===== src/ercd_pkg.sv =====
// Package for the Ethernet reset sequencer and register-space decoder.
// Assumes a single 50 MHz clock and word-addressed 32-bit management accesses.
package ercd_pkg;

    // ****************************************************************
    // Timing
    // ****************************************************************
    localparam int unsigned CLK_PERIOD_NS     = 20;
    localparam int unsigned SYNC_STAGES       = 2;
    localparam int unsigned RST_MIN_CYCLES    = 10;
    localparam int unsigned LOCK_CYCLES       = 64;
    localparam int unsigned INIT_CYCLES       = 8;

    // ****************************************************************
    // Word-offset region bounds
    // ****************************************************************
    localparam logic [11:0] PHY_LO   = 12'h300;
    localparam logic [11:0] PHY_HI   = 12'h3ff;
    localparam logic [11:0] TXM_LO   = 12'h400;
    localparam logic [11:0] TXM_HI   = 12'h4ff;
    localparam logic [11:0] RXM_LO   = 12'h500;
    localparam logic [11:0] RXM_HI   = 12'h5ff;
    localparam logic [11:0] FC_LO    = 12'h600;
    localparam logic [11:0] FC_HI    = 12'h708;
    localparam logic [11:0] TXS_LO   = 12'h800;
    localparam logic [11:0] TXS_HI   = 12'h8ff;
    localparam logic [11:0] RXS_LO   = 12'h900;
    localparam logic [11:0] RXS_HI   = 12'h9ff;
    localparam logic [11:0] TXT_LO   = 12'ha00;
    localparam logic [11:0] TXT_HI   = 12'haff;
    localparam logic [11:0] RXT_LO   = 12'hb00;
    localparam logic [11:0] RXT_HI   = 12'hbff;
    localparam logic [11:0] TXF_LO   = 12'hc00;
    localparam logic [11:0] TXF_HI   = 12'hcff;
    localparam logic [11:0] RXF_LO   = 12'hd00;
    localparam logic [11:0] RXF_HI   = 12'hdff;

    // ****************************************************************
    // Types
    // ****************************************************************
    typedef enum logic [3:0] {
        ERCD_REG_NONE = 4'h0,
        ERCD_REG_PHY  = 4'h1,
        ERCD_REG_TXM  = 4'h2,
        ERCD_REG_RXM  = 4'h3,
        ERCD_REG_FC   = 4'h4,
        ERCD_REG_TXS  = 4'h5,
        ERCD_REG_RXS  = 4'h6,
        ERCD_REG_TXT  = 4'h7,
        ERCD_REG_RXT  = 4'h8,
        ERCD_REG_TXF  = 4'h9,
        ERCD_REG_RXF  = 4'ha
    } ercd_region_t;

    typedef enum logic [1:0] {
        ERCD_PATH_RESET = 2'b00,
        ERCD_PATH_INIT  = 2'b01,
        ERCD_PATH_READY = 2'b10
    } ercd_path_state_t;

    // Per-path domain resets handed to the datapath
    typedef struct packed {
        logic tx_n;
        logic rx_n;
        logic csr_n;
        logic phy_n;
    } ercd_resets_t;

    // Decoded management access
    typedef struct packed {
        ercd_region_t region;
        logic         write;
        logic         read;
    } ercd_sel_t;

endpackage : ercd_pkg


===== src/ercd_top.sv =====
// Reset synchroniser, readiness sequencing and register-space decoder.
// Assumes the reset pins are asynchronous and the management master sends
// word addresses with whole 32-bit accesses only.
//
// Notes on behaviour
// - Three async active-low resets, each synchronised inside before use.
// - Global reset returns all control and status registers to initial values.
// - Both readiness outputs rise after a successful exit from reset.
// - Transmit reset clears transmit path and lowers lanes-stable.
// - Receive reset clears receive path and lowers receive-ready.
// - Global reset clears everything and lowers both readiness outputs.
// - Register space is word addressed, 32 bits, no byte access.
// - Writes to read-only fields change nothing.
// - Reserved reads return an unspecified value.
// - Writes to reserved registers do not affect state.
// - Absent registers and undefined bits are reserved.
// - PHY, TX MAC, RX MAC and flow-control regions decoded.
// - Statistics, timestamp and FEC regions decoded.
// - PHY registers cleared only by the global reset.
// - Receive-ready follows block lock, 65 consecutive sync headers.
`timescale 1ns/1ps

module ercd_top
    import ercd_pkg::*;
#(
    parameter int unsigned ADDR_W = 12
) (
    // Clock and reset pins
    input  wire logic              clock_in,
    input  wire logic              tx_rst_n_in,
    input  wire logic              rx_rst_n_in,
    input  wire logic              csr_rst_n_in,
    // Link status from the PCS
    input  wire logic              sync_hdr_ok_in,
    input  wire logic              tx_lanes_ok_in,
    // Management access
    input  wire logic [ADDR_W-1:0] mgmt_addr_in,
    input  wire logic              mgmt_read_in,
    input  wire logic              mgmt_write_in,
    // Domain resets and decode
    output ercd_resets_t           resets_out,
    output ercd_sel_t              sel_out,
    // Readiness
    output logic                   rx_ready_out,
    output logic                   tx_stable_out,
    output logic                   block_lock_out
);

    // ****************************************************************
    // Reset synchronisers
    // ****************************************************************
    logic [SYNC_STAGES-1:0] tx_sync_q, tx_sync_d;
    logic [SYNC_STAGES-1:0] rx_sync_q, rx_sync_d;
    logic [SYNC_STAGES-1:0] csr_sync_q, csr_sync_d;
    logic tx_rst, rx_rst, csr_rst;

    // Two-stage shift; only the last stage is read
    always_comb begin
        tx_sync_d  = {tx_sync_q[SYNC_STAGES-2:0], tx_rst_n_in};
        rx_sync_d  = {rx_sync_q[SYNC_STAGES-2:0], rx_rst_n_in};
        csr_sync_d = {csr_sync_q[SYNC_STAGES-2:0], csr_rst_n_in};
    end

    // Clocked by clock_in with no reset; the board reset only feeds these stages
    always_ff @(posedge clock_in) begin
        tx_sync_q  <= tx_sync_d;
        rx_sync_q  <= rx_sync_d;
        csr_sync_q <= csr_sync_d;
    end

    // Global reset overrides both path resets
    assign csr_rst = ~csr_sync_q[SYNC_STAGES-1];
    assign tx_rst  = csr_rst | ~tx_sync_q[SYNC_STAGES-1];
    assign rx_rst  = csr_rst | ~rx_sync_q[SYNC_STAGES-1];

    // Domain resets: PHY space only sees the global one
    always_comb begin
        resets_out.tx_n  = ~tx_rst;
        resets_out.rx_n  = ~rx_rst;
        resets_out.csr_n = ~csr_rst;
        resets_out.phy_n = ~csr_rst;
    end

    // ****************************************************************
    // Block lock from consecutive sync headers
    // ****************************************************************
    logic [1:0] hdr_s_q, hdr_s_d;
    logic [6:0] lock_cnt_q, lock_cnt_d;
    logic       lock_q, lock_d;

    // Any bad header restarts the run; lock drops with it
    always_comb begin
        hdr_s_d    = {hdr_s_q[0], sync_hdr_ok_in};
        lock_cnt_d = lock_cnt_q;
        lock_d     = lock_q;
        // Unknown reset state after power-up falls into the clearing branch
        if (!rx_rst && hdr_s_q[1]) begin
            if (lock_cnt_q < 7'(LOCK_CYCLES)) begin
                lock_cnt_d = lock_cnt_q + 7'h01;
            end else begin
                lock_d = 1'b1;
            end
        end else begin
            lock_cnt_d = 7'h00;
            lock_d     = 1'b0;
        end
    end

    always_ff @(posedge clock_in) begin
        hdr_s_q    <= hdr_s_d;
        lock_cnt_q <= lock_cnt_d;
        lock_q     <= lock_d;
    end

    assign block_lock_out = lock_q;

    // ****************************************************************
    // Transmit path sequencer
    // ****************************************************************
    ercd_path_state_t tx_st_q, tx_st_d;
    logic [3:0]       tx_cnt_q, tx_cnt_d;
    logic [1:0]       lanes_s_q, lanes_s_d;
    logic             tx_stable_q, tx_stable_d;

    // Re-initialise for a fixed time, then report stable lanes
    always_comb begin
        lanes_s_d   = {lanes_s_q[0], tx_lanes_ok_in};
        tx_st_d     = tx_st_q;
        tx_cnt_d    = tx_cnt_q;
        tx_stable_d = 1'b0;
        // Unknown reset state after power-up falls into the reset branch
        if (!tx_rst) begin
            case (tx_st_q)
                ERCD_PATH_RESET: begin
                    tx_st_d = ERCD_PATH_INIT;
                end
                ERCD_PATH_INIT: begin
                    tx_cnt_d = tx_cnt_q + 4'h1;
                    if (tx_cnt_q == 4'(INIT_CYCLES - 1)) begin
                        tx_st_d = ERCD_PATH_READY;
                    end
                end
                ERCD_PATH_READY: begin
                    tx_stable_d = lanes_s_q[1];
                end
                default: begin
                    tx_st_d = ERCD_PATH_RESET;
                end
            endcase
        end else begin
            tx_st_d  = ERCD_PATH_RESET;
            tx_cnt_d = 4'h0;
        end
    end

    always_ff @(posedge clock_in) begin
        lanes_s_q   <= lanes_s_d;
        tx_st_q     <= tx_st_d;
        tx_cnt_q    <= tx_cnt_d;
        tx_stable_q <= tx_stable_d;
    end

    assign tx_stable_out = tx_stable_q;

    // ****************************************************************
    // Receive path sequencer
    // ****************************************************************
    ercd_path_state_t rx_st_q, rx_st_d;
    logic [3:0]       rx_cnt_q, rx_cnt_d;
    logic             rx_ready_q, rx_ready_d;

    // Ready only after re-init and while block lock holds
    always_comb begin
        rx_st_d    = rx_st_q;
        rx_cnt_d   = rx_cnt_q;
        rx_ready_d = 1'b0;
        if (!rx_rst) begin
            case (rx_st_q)
                ERCD_PATH_RESET: begin
                    rx_st_d = ERCD_PATH_INIT;
                end
                ERCD_PATH_INIT: begin
                    rx_cnt_d = rx_cnt_q + 4'h1;
                    if (rx_cnt_q == 4'(INIT_CYCLES - 1)) begin
                        rx_st_d = ERCD_PATH_READY;
                    end
                end
                ERCD_PATH_READY: begin
                    rx_ready_d = lock_q;
                end
                default: begin
                    rx_st_d = ERCD_PATH_RESET;
                end
            endcase
        end else begin
            rx_st_d  = ERCD_PATH_RESET;
            rx_cnt_d = 4'h0;
        end
    end

    always_ff @(posedge clock_in) begin
        rx_st_q    <= rx_st_d;
        rx_cnt_q   <= rx_cnt_d;
        rx_ready_q <= rx_ready_d;
    end

    assign rx_ready_out = rx_ready_q;

    // ****************************************************************
    // Register-space decoder
    // ****************************************************************
    // Unmapped words decode to no region, so writes there touch nothing
    ercd_region_t region;
    logic [11:0]  waddr;

    assign waddr = 12'(mgmt_addr_in);

    always_comb begin
        region = ERCD_REG_NONE;
        if      (waddr >= PHY_LO && waddr <= PHY_HI) region = ERCD_REG_PHY;
        else if (waddr >= TXM_LO && waddr <= TXM_HI) region = ERCD_REG_TXM;
        else if (waddr >= RXM_LO && waddr <= RXM_HI) region = ERCD_REG_RXM;
        else if (waddr >= FC_LO  && waddr <= FC_HI)  region = ERCD_REG_FC;
        else if (waddr >= TXS_LO && waddr <= TXS_HI) region = ERCD_REG_TXS;
        else if (waddr >= RXS_LO && waddr <= RXS_HI) region = ERCD_REG_RXS;
        else if (waddr >= TXT_LO && waddr <= TXT_HI) region = ERCD_REG_TXT;
        else if (waddr >= RXT_LO && waddr <= RXT_HI) region = ERCD_REG_RXT;
        else if (waddr >= TXF_LO && waddr <= TXF_HI) region = ERCD_REG_TXF;
        else if (waddr >= RXF_LO && waddr <= RXF_HI) region = ERCD_REG_RXF;
    end

    // Strobes suppressed in global reset or for unmapped words
    always_comb begin
        sel_out.region = region;
        sel_out.write  = mgmt_write_in && !csr_rst && region != ERCD_REG_NONE;
        sel_out.read   = mgmt_read_in && !csr_rst && region != ERCD_REG_NONE;
    end

    // ****************************************************************
    // Checks
    // ****************************************************************
    a_tx_low_reset: assert property (@(posedge clock_in)
        tx_rst |=> !tx_stable_out) else $error("lanes stable during tx reset");
    a_rx_low_reset: assert property (@(posedge clock_in)
        rx_rst |=> !rx_ready_out) else $error("rx ready during rx reset");
    a_both_low_global: assert property (@(posedge clock_in)
        csr_rst |=> !rx_ready_out && !tx_stable_out) else $error("ready in global reset");
    a_ready_needs_lock: assert property (@(posedge clock_in)
        rx_ready_out |-> $past(lock_q)) else $error("rx ready without lock");
    a_lock_after_run: assert property (@(posedge clock_in)
        $rose(lock_q) |-> $past(lock_cnt_q) == 7'(LOCK_CYCLES)) else $error("lock early");
    a_init_delay_tx: assert property (@(posedge clock_in)
        $fell(tx_rst) |-> !tx_stable_out [*8]) else $error("tx ready too soon");
    a_init_delay_rx: assert property (@(posedge clock_in)
        $fell(rx_rst) |-> !rx_ready_out [*8]) else $error("rx ready too soon");
    a_phy_global_only: assert property (@(posedge clock_in)
        $past(csr_rst_n_in, 2) |-> resets_out.phy_n) else $error("phy reset not global");
    a_no_unmapped_wr: assert property (@(posedge clock_in)
        mgmt_write_in && region == ERCD_REG_NONE |-> !sel_out.write) else $error("unmapped write");
    a_fc_top_edge: assert property (@(posedge clock_in)
        waddr == 12'h709 |-> region == ERCD_REG_NONE) else $error("fc range too wide");

endmodule // ercd_top


===== config.mk =====
export PLATFORM = sky130hd
export DESIGN_NAME = ercd_top
export DESIGN_NICKNAME = d
export VERILOG_FILES = /design/src/ercd_pkg.sv /design/src/ercd_top.sv
export SDC_FILE = /design/constraint.sdc
export NUM_CORES = 1
export LEC_CHECK = 0
export ABC_AREA = 1
export BUFFER_PORTS_ARGS = -buffer_cell sky130_fd_sc_hd__buf_2
export CORE_AREA = 2 2 62 64
export CTS_BUF_LIST = sky130_fd_sc_hd__clkbuf_2
export CTS_CLUSTER_SIZE = 24
export DETAILED_ROUTE_END_ITERATION = 10
export DIE_AREA = 0 0 64 66
export MAX_ROUTING_LAYER = met4
export SYNTH_ARGS = -nofsm -noshare
export SYNTH_HDL_FRONTEND = slang
export SYNTH_SLANG_ARGS = --single-unit
export TNS_END_PERCENT = 100

===== constraint.sdc =====
create_clock -name clock_in -period 2.7 [get_ports clock_in]
set_input_delay 0.135 -clock clock_in [delete_from_list [all_inputs] [get_ports clock_in]]
set_output_delay 0.135 -clock clock_in [all_outputs]
set_load 0.005 [all_outputs]

* Word level (Yosys, flattened, before mapping)
Index checks and enable logic that the tools add are counted.
** Storage, ports and cells
- Register bits :: 32
- Input bits :: 20
- Output and inout bits :: 13
- Word-level logic and storage cells :: 91
** Operators by class
- Add/sub/neg operators :: 3
- Order comparisons :: 21
- Eq/ne operators :: 8
- Muxes and demuxes :: 14
- Bitwise logic cells :: 9
- Reductions and logical operators :: 23
** Operators with widths (count)
- greater-or-equal comparator 12 bit (second input constant) :: 6
- <= comparator 12 bit (second input constant) :: 6
- 2-to-1 mux 4 bit :: 10
- greater-or-equal comparator 12 x 11 -> 1 bit (second input constant) :: 3
- <= comparator 12 x 11 -> 1 bit (second input constant) :: 3
- logical AND 1 bit :: 15
- greater-or-equal comparator 12 x 10 -> 1 bit (second input constant) :: 1
- <= comparator 12 x 10 -> 1 bit (second input constant) :: 1
- one-hot mux 2 bit (3 select lines) :: 2
- adder 4 x 1 -> 4 bit (second input constant) :: 2
- == test 4 x 3 -> 1 bit (second input constant) :: 2
- adder 7 x 1 -> 7 bit (second input constant) :: 1
- < comparator 7 bit (second input constant) :: 1
- inverter 1 bit :: 7
- == test 2 x 1 -> 1 bit (second input constant) :: 2
- == test 2 bit (second input constant) :: 2
- logical NOT 2 bit :: 2
- 2-to-1 mux 2 bit :: 2
- != test 2 bit (second input constant) :: 2
- AND reduction 2 bit :: 2
- nonzero test 4 bit :: 1
- OR reduction 2 bit :: 2
- bitwise OR 1 bit :: 2
- logical NOT 1 bit :: 1

* Depth between registers and ports, before layout
Gate-level depths: netlist of run 1.
- Depth after elaboration :: 14
- Gate-level depth with buffers :: 9
- Gate-level depth less buffers :: 9

* Least setup slack after synthesis of run 1
Ideal clock, no wire load.
- Path kind :: register to register
- Start point :: reg lock_cnt_q[0]
- End point :: reg lock_cnt_q[5]
- Library setup time :: 0.117 ns
- Arrival :: 0.896 ns
- Data required time :: 2.583 ns
- Slack :: 1.688 ns
- Stages on the path, launching flop included :: 6
- Buffers on the path :: 0
- Clock period less this slack :: 1.012 ns
- Path through :: dfxtp_1 > inv_1 > nor3_1 > nand3_1 > xor2_1 > nor2_1
** Between the ends
- Cells in the longest elaborated chain, start to end :: 1
** Ends and longest elaborated chain
- from (decl) :: RTL line ercd_top.sv:88 : logic [6:0] lock_cnt_q, lock_cnt_d;
- from (signal assigned) :: RTL line ercd_top.sv:111 : lock_cnt_q <= lock_cnt_d;
- adder 7 x 1 -> 7 bit / < comparator 7 bit (equally long branches) :: RTL line ercd_top.sv:99, ercd_top.sv:98
Several ways; a longest one is shown, not always the timed one.
A chain may end at the register's enable or synchronous reset.

==> results.md, run 1 <==
* Worst skew pair latency at between 0.3 and 0.4 ns
* VDD IR-drop max at 265 µV
* Final Cycle Share at 0.515
* Worst EP arrival at roughly 1.3 ns
* DRC viols at 0
* Vias in the first global route at 1,014
* Design Area, Final at between 0.0015 and 0.002 mm²
* Drt pass-1 iters at 4
* Power Dens Cells at about 500 mW/mm²
* Top cells by area, synth: dfxtp_1 (50%), nand2_1 (9.9%), nor2_1 (9.0%)
* Rows at 22
* Clock sinks at 32
* Total Power at about 800 µW
* DP Worst Slack at around 1.5 ns
* Count of non-filler cells in the finished layout at ~260
* Leak pwr at 0.801 nW
* Area taken by multi-input logic gates at approximately 530 µm²
* DIE AREA at between 0.004 and 0.005 mm²
* WL final at approximately 2300 µm
* Synth unique cells at 22
* CP Max Fanout at 6
* Max-slew violation count at 0
* Num CTS Buffers at 5
* Core area at around 0.0036 mm²
* Clk root buf: clkbuf_2
* Synth Register Bits at 32
* Max Clock Freq at about 720 MHz
* WL/cell at 8.72 µm
* Antenna-violating nets left at 0
* Final Util at 0.447
* Startpoint types: flip-flop
* EDFF count, synth at 0
* RSZ-0062 raised after global routing: no
* Share of cells above drive strength 1 at 0.199
* Critical Path RT at approximately 2.6 ns
* GRT Util Overall at 0.131
* Fin Setup TNS at 0 ns
* Iter 0 DRT Violations at 58
* Status: complete, no violations
* Final min period at 1.39 ns
* Worst Setup End Kind: primary output
* Diode count at 0
* Post-synth top area share at 0.496
* Largest net degree at the start of global routing at 10
* H-tree lvl count at 2
* Post-synthesis cell count at between 150 and 200
* Via/cell ratio at 4.27
* Ys Warns at 0
* Detailed Place HPWL at ~1700 µm
* Most common cell in the synthesized netlist: nand2_1
* Cell Area, Placed at between 0.001 and 0.0015 mm²
* Placed Instances at about 250
* Layout area overhead at 22.7%
* Clock buffer depth at 2
* Port bufs at 32
* Total setup buffers inserted after CTS at 0
* Reg area at roughly 640 µm²
* Worst R2R Setup Slack at ~1.5 ns
* Filler cell count at between 300 and 400
* CTS tree: done
* Register area share after synthesis at 0.496
* Worst hold slack at 0.343 ns
* Via Count at around 1,100
* Area of the mapped netlist at around 0.0013 mm²
* I/O pin count at 33
* Final Hold Viols at 0
* Initial antenna violation count at 0
* Post-synth top cells: nand2_1 (34), dfxtp_1 (32), nor2_1 (31), inv_1 (28), a21oi_1 (12)
* Gr ovfl total at 0
* Max_slew headroom at 0.801
* Mapped Nets at between 150 and 200
* Max Cap Viol at 0
* Setup CP Type: flip-flop to primary output
* Measured slew at the worst slew-check pin at 0.296 ns
* Final setup vio count at 0
* Area leader, netlist: dfxtp_1
* Initial core utilization at 0.364
* Synth Flop Type: dfxtp_1
* Synth Area per Inst at 7.47 µm²
* Skew final at between 0.01 and 0.015 ns
* First-pass GRT wire length at slightly above 4000 µm
* # nets final at 238
* HP Class: flip-flop to flip-flop
* Async SR Flop Fraction at 0
* Worst-path clk slew at between 0.1 and 0.15 ns
* Die W at between 60 and 70 µm
* Die Y at about 66 µm
* Min setup slack post-route at 1.31 ns
* Gpl congestion at 0.726
## repair_timing
action	4_1_cts	5_1_grt
hold endpoints to repair	5	0
resized for setup	0	0
hold buffers	5	0
## state kept, by name (all words and copies together), names as in the netlist
register        cells
block_lock_out      1
csr_sync_q          2
hdr_s_q             2
lanes_s_q           2
lock_cnt_q          7
rx_cnt_q            4
rx_ready_out        1
rx_st_q             2
rx_sync_q           2
tx_cnt_q            4
tx_st_q             2
tx_stable_out       1
tx_sync_q           2
## area by class of cell
class                           count  share of cell area
Clock buffer                        7              0.0221
Clock inverter                      1             0.00237
Inverter                           28              0.0662
Multi-Input combinational cell    111               0.335
Sequential cell                    32               0.404
Tap cell                           48              0.0379
Timing Repair Buffer               37               0.132
## worst paths after layout
kind            startpoint       endpoint  cells past startpoint
min reg2reg   tx_sync_q[0]   tx_sync_q[1]                      0
min           tx_sync_q[0]   tx_sync_q[1]                      0
max reg2reg  lock_cnt_q[0]  lock_cnt_q[5]                      5
max          csr_sync_q[1]  resets_out[2]                      3
## cell families after synthesis
family	synth area share
AOI/OAI and AO/OA	0.0852
xor gates and xnor gates	0.0136
adders and majority gates	0.0290
buffers and inverters	0.0929
DFF	0.496
and+or+nand+nor	0.284
## critical path, cell delays in order (launching register included)
cell     delay (ns)
dfxtp_1        0.44
nand2_1        0.15
inv_1          0.17
buf_2          0.14
## layout by cell type (no fill, tap or decap), drive strengths merged, types with 2 or more instances in the layout
cell / count
nor3: 6
and3: 2
ha: 3
buf: 32
o21ai: 4
a211oi: 2
dfxtp: 32
nor2: 32
dlygate4sd3: 5
inv: 28
nand2: 35
nand3: 8
a21oi: 12
clkbuf: 7
## power by group
part,leakage [nW],switching (mW),internal [mW]
Combinational,0.507,0.0384,0.0349
Sequential,0.263,0.00629,0.485
Clock,0.0306,0.153,0.0694
Total,0.801,0.198,0.589
## metal layers
layer  track usage  vias up  share of wire
met1         0.140      463           0.48
li1              -      626              -
met3        0.0579        7          0.074
met4        0.0652        0          0.022
met5             -        -              0
met2         0.206       32           0.42
Power figures use the tool's default switching activity.
==> run 2, diff against run 1 <==
Settings changed: ABC_AREA 1 to 0, CORE_AREA 2 2 62 64 to 2 2 61 63, DIE_AREA 0 0 64 66 to 0 0 63 65.
Clock period 2.7 ns to 1.3 ns, I/O delays scaled along.
==> run 2 against run 1 <==
Compared with the run above:
- cell count shrank 16%
- clock skew is essentially flat
- sequential power grew 110%
- setup slack lost 1.2 ns
- critical endpoint is now lock_cnt_q[5]
- largest cell class unchanged
==> results.md, run 2 <==
* Status: complete, no violations
* Reg with most FFs: lock_cnt_q
* Number of flip-flops under the largest register name at 7
* Setup CP Type: flip-flop to flip-flop
* Most common cell in the synthesized netlist: dfxtp_1
* Measured slew at the worst slew-check pin at between 0.3 and 0.4 ns
* DRC viols at 0
* Worst skew pair latency at between 0.3 and 0.4 ns
* Die W at approximately 63 µm
* Max-slew violation count at 0
* Max_slew headroom at 0.737
* Initial core utilization at 0.362
* Layout area overhead at 22.7%
* Synth Area per Inst at between 9 and 10 µm²
* HP Class: flip-flop to flip-flop
* H-tree lvl count at 2
* Async SR Flop Fraction at 0
* Post-synth top cells: dfxtp_1 (32), nor2_1 (17), nand2_1 (11), a21oi_1 (8), nor2b_1 (6)
* Gpl congestion at slightly below 0.8
* Synth Register Bits at 32
* VDD IR-drop max at around 530 µV
* Clock buffer depth at 2
* Clock sinks at 32
* Port bufs at 32
* RSZ-0062 raised after global routing: no
* I/O pin count at 33
* Fin Setup TNS at 0 ns
* Top cells by area, synth: dfxtp_1 (51%), nor2_1 (5.0%), xor2_1 (3.5%)
* Post-synth top area share at 0.506
* Largest regs: lock_cnt_q (7), rx_cnt_q (4), tx_cnt_q (4)
* Via Count at about 1,000
* Max Clock Freq at approximately 870 MHz
* Via/cell ratio at around 4.6
* Die Y at 65 µm
* Initial antenna violation count at 0
* Filler cell count at ~360
* Iter 0 DRT Violations at 42
* Worst Hold Depth at 0
* Post-synthesis cell count at around 130
* Worst R2R Setup Slack at between 0.15 and 0.2 ns
* WL final at 2310 µm
* Vias in the first global route at 1,020
* WL/cell at 10.4 µm
* Share of cells above drive strength 1 at 0.260
* Ys Warns at 0
* Power Dens Cells at approximately 1000 mW/mm²
* Drt pass-1 iters at 4
* CTS tree: done
* Placed Instances at 208
* Final Util at 0.445
* GRT Util Overall at 0.135
* Mapped Nets at approximately 160
* Total Power at around 1.6 mW
* Rows at 22
* Diode count at 0
* Startpoint types: flip-flop
* Register area share after synthesis at 0.506
* Final setup vio count at 0
* Commonest non-fill, non-tap cell in the layout: buf_2
* Num CTS Buffers at 5
* Total setup buffers inserted after CTS at 0
* Hold path endpoint: csr_sync_q[1]
* # nets final at 195
* Critical Path RT at between 1.5 and 2 ns
* EDFF count, synth at 0
* Skew final at approximately 0.014 ns
* Most frequent cells in the layout: buf_2 (32), dfxtp_1 (31), nor2_1 (17)
* Reg2reg path depth at 3
* Leak pwr at between 0.7 and 0.8 nW
* Final Hold Viols at 0
* Worst Setup End Kind: flip-flop
* Max Cap Viol at 0
* Worst EP arrival at 1.45 ns
* Detailed Place HPWL at roughly 1800 µm
* Final min period at about 1.1 ns
* Worst Hold Launch: csr_sync_q[0]
* Synth unique cells at 36
* Largest net degree at the start of global routing at 10
* R2R Path Start: lock_cnt_q[6]
* Antenna-violating nets left at 0
* Count of non-filler cells in the finished layout at between 200 and 250
* First-pass GRT wire length at 4110 µm
* Worst-path clk slew at about 0.15 ns
* Synth Flop Type: dfxtp_1
* Final Cycle Share at 0.884
* Gr ovfl total at 0
* DIE AREA at ~0.0041 mm²
* R2r endpoint: lock_cnt_q[5]
* Clk root buf: clkbuf_2
* CP Max Fanout at 7
* Area leader, netlist: dfxtp_1
* Area of the mapped netlist at between 0.001 and 0.0015 mm²
* Core area at about 0.0035 mm²
==> run 2: changes by cell type in the layout (fill, tap and decap cells not counted), moves of 3 or more <==
cell,before,now
nand3_1,8,2
nor2_1,31,17
nor3_1,6,0
nand2_1,34,10
or3_1,0,3
inv_1,28,4
a21oi_1,12,8
xor2_1,1,5
nor2b_1,0,6
==> run 2: worst max path at each step <==
stage                    endpoint  slack, ns     startpoint
global route        resets_out[3]       0.03  csr_sync_q[1]
global placement    lock_cnt_q[5]       0.21  lock_cnt_q[6]
floorplan           lock_cnt_q[5]       0.19  lock_cnt_q[6]
detailed placement  lock_cnt_q[5]       0.17  lock_cnt_q[6]
CTS                 resets_out[3]       0.05  csr_sync_q[1]
finish              lock_cnt_q[5]       0.15  lock_cnt_q[6]
==> run 2: cells by family (layout without fill, tap and decap cells) <==
group / Yosys count / after routing / share of synthesized area
xor+xnor: 8 / 8 / 0.0553
buf+inv: 9 / 50 / 0.0395
flops: 32 / 32 / 0.506
mux: 2 / 2 / 0.0168
fa+ha+maj: 3 / 3 / 0.0296
compound gates: 24 / 24 / 0.119
simple gates: 54 / 54 / 0.234
==> run 2: layer usage <==
| metal | wire (µm) | track usage | up-vias | part of all wire |
|---|---|---|---|---|
| met3 | 158 | 0.0521 | 5 | 0.068 |
| li1 | - | - | 531 | - |
| met5 | 0 | - | - | 0 |
| met1 | 976 | 0.125 | 453 | 0.42 |
| met2 | 1110 | 0.237 | 32 | 0.48 |
| met4 | 59 | 0.0833 | 0 | 0.026 |
==> run 2: layout make-up <==
type	instances	area, µm²	share of cell area
Sequential cell	32	644	0.415
Multi-Input combinational cell	91	578	0.372
Clock inverter	1	3.75	0.00242
Clock buffer	7	35.0	0.0225
Timing Repair Buffer	38	218	0.140
Inverter	4	15.0	0.00966
Tap cell	48	60.1	0.0386
==> run 2: repair_timing <==
action                                 CTS  global route
hold buffers                             5             0
gates resized for setup                  1             2
setup endpoints to repair                1             1
endpoints found under the hold margin    5             0
==> run 2: stage by stage <==
step,hold WS [ns],setup slack [ns],instance area (µm²)
CTS,0.308,0.0460,1550
finish,0.328,0.151,1550
floorplan,0.0927,0.194,1270
global placement,0.168,0.210,1460
detailed placement,0.169,0.167,1460
global route,0.290,0.0338,1550
==> run 2: power by group <==
part / switching (mW) / internal, mW / total (mW)
logic: 0.0661 / 0.0735 / 0.140
clock network: 0.305 / 0.144 / 0.449
registers: 0.0147 / 1.00 / 1.02
==> run 2: critical path: stages, from the launching register on <==
cell	delay [ns]
dfxtp_1	0.40
nand4b_4	0.20
or3_1	0.35
a21oi_1	0.13
==> run 3, diff against run 2 <==
Settings changed: PLACE_DENSITY set to 0.63.
==> run 3 against run 2 <==
Compared with the run above:
- sequential cell count stayed put
- non-clock buffer count stayed put
- sequential share of layout area fell by 0.23 points
- combinational power about the same
- utilization rose by 0.072 points
- design area up 0.16%
- routed wire length is 2.2% lower
- first-iteration DRC count decreased by 31%
- fmax shrank 3.3%
- clock skew down 0.0019 ns
- clock power down 1%
- sequential power about the same
==> results.md, run 3 (synthesis gave the netlist of run 2 again) <==
* Die W at around 63 µm
* DIE AREA at a little over 0.004 mm²
* Final min period at 1.19 ns
* Wire length on met3 at ~170 µm
* Initial core utilization at 0.362
* DRC viols at 0
* H-tree lvl count at 2
* First-pass GRT wire length at between 4000 and 5000 µm
* Rows at 22
* Share of cells above drive strength 1 at 0.260
* Number of flip-flops under the largest register name at 7
* Fin Setup TNS at 0 ns
* Final setup vio count at 0
* Reg with most FFs: lock_cnt_q
* Max-slew violation count at 0
* Iter 0 DRT Violations at 29
* Crit-path leading delay family: flip-flops
* Most frequent cells in the layout: buf_2 (32), dfxtp_1 (31), nor2_1 (17)
* Max_slew headroom at 0.759
* Vias in the first global route at 966
* WL met1 at roughly 970 µm
* GRT Util Overall at 0.134
* Crit path buf inv count at 2
* Die Y at about 65 µm
* Worst EP arrival at 1.12 ns
* Clk root buf: clkbuf_2
* RSZ-0062 raised after global routing: no
* HP Class: flip-flop to flip-flop
* I/O pin count at 33
* Max Cap Viol at 0
* Worst Setup End Kind: primary output
* Clock sinks at 32
* Commonest non-fill, non-tap cell in the layout: buf_2
* Critical path, cell by cell: nand2_1 -> inv_1 -> buf_2
* Setup CP Type: flip-flop to primary output
* CP peak stage delay at ~0.34 ns
* CP Max Fanout at 7
* WL/cell at between 10 and 15 µm
* Gpl congestion at 0.776
* Critical Path RT at 1.24 ns
* Final Hold Viols at 0
* Via/cell ratio at between 4 and 5
* Startpoint types: flip-flop
* Worst skew pair latency at 0.35 ns
* Skew final at ~0.012 ns
* Num CTS Buffers at 5
* Power Dens Cells at between 1000 and 1500 mW/mm²
* CTS tree: done
* Final Util at 0.445
* Drt pass-1 iters at 4
* Gr ovfl total at 0
* # nets final at about 200
* Diode count at 0
* VDD IR-drop max at between 500 and 600 µV
* Largest regs: lock_cnt_q (7), rx_cnt_q (4), tx_cnt_q (4)
* Final Cycle Share at 0.914
* Core area at approximately 0.0035 mm²
* Antenna-violating nets left at 0
* Measured slew at the worst slew-check pin at ~0.36 ns
* Total setup buffers inserted after CTS at 0
* Largest net degree at the start of global routing at 10
* CP max stage cell: dfxtp_2
* Detailed Place HPWL at between 1500 and 2000 µm
* Layout area overhead at 22.9%
* Port bufs at 32
* Status: complete, no violations
* Clock buffer depth at 2
* Worst-path clk slew at between 0.1 and 0.15 ns
* WL final at around 2300 µm
* Met2 WL at 1060 µm
* Initial antenna violation count at 0
* Leak pwr at 0.717 nW
* Via Count at 1,027
* Max Clock Freq at 842 MHz
* Top sig layer: met4
## run 3: changes by cell type in the layout (fill, tap and decap cells not counted)
| cell | previous run | this run |
|---|---|---|
| dfxtp_4 | 1 | 0 |
| nand2_4 | 0 | 1 |
| nand2_2 | 1 | 0 |
| dfxtp_2 | 0 | 1 |
## run 3: final timing paths
kind | from | end | slack (ns) | cells after the start
worst max-delay path | csr_sync_q[1] | resets_out[2] | 0.11 | 3
worst min-delay path | csr_sync_q[0] | csr_sync_q[1] | 0.34 | 0
worst max register to register | lock_cnt_q[2] | lock_cnt_q[5] | 0.15 | 3
worst min register to register | csr_sync_q[0] | csr_sync_q[1] | 0.34 | 0
## run 3: cell type report
class                   instances  area, µm²
clock buffers                   7       35.0
clock inverters                 1       3.75
flip-flops and latches         32        642
repair buffers                 38        218
inverters                       4       15.0
multi-input cells              91        583
well taps                      48       60.1
fillers                       356       1940
## run 3: what timing repair did
action	CTS	global route
setup endpoints to repair	1	1
hold endpoints to repair	5	0
hold buffers	5	0
gates resized for setup	1	2
## run 3: metrics by stage
step / cell area [µm²] / total power, mW / std cells / setup WS [ns] / hold WS (ns)
floorplan: 1270 / 1.11 / 132 / 0.194 / 0.0927
global route: 1560 / 1.70 / 221 / 0.0151 / 0.293
detailed placement: 1460 / 1.17 / 208 / 0.162 / 0.169
finish: 1560 / 1.60 / 221 / 0.112 / 0.336
global placement: 1460 / 1.16 / 208 / 0.208 / 0.167
CTS: 1550 / 1.63 / 221 / 0.0453 / 0.298
## run 3: per-layer routing
layer,GRT usage,up-vias
li1,-,531
met1,0.131,456
met2,0.219,33
met3,0.0590,7
met4,0.0833,0
met5,-,-
## run 3: where the power goes
group	switching (mW)	internal, mW	total [mW]
logic	0.0682	0.0743	0.143
clock network	0.299	0.144	0.443
registers	0.0131	1.01	1.02
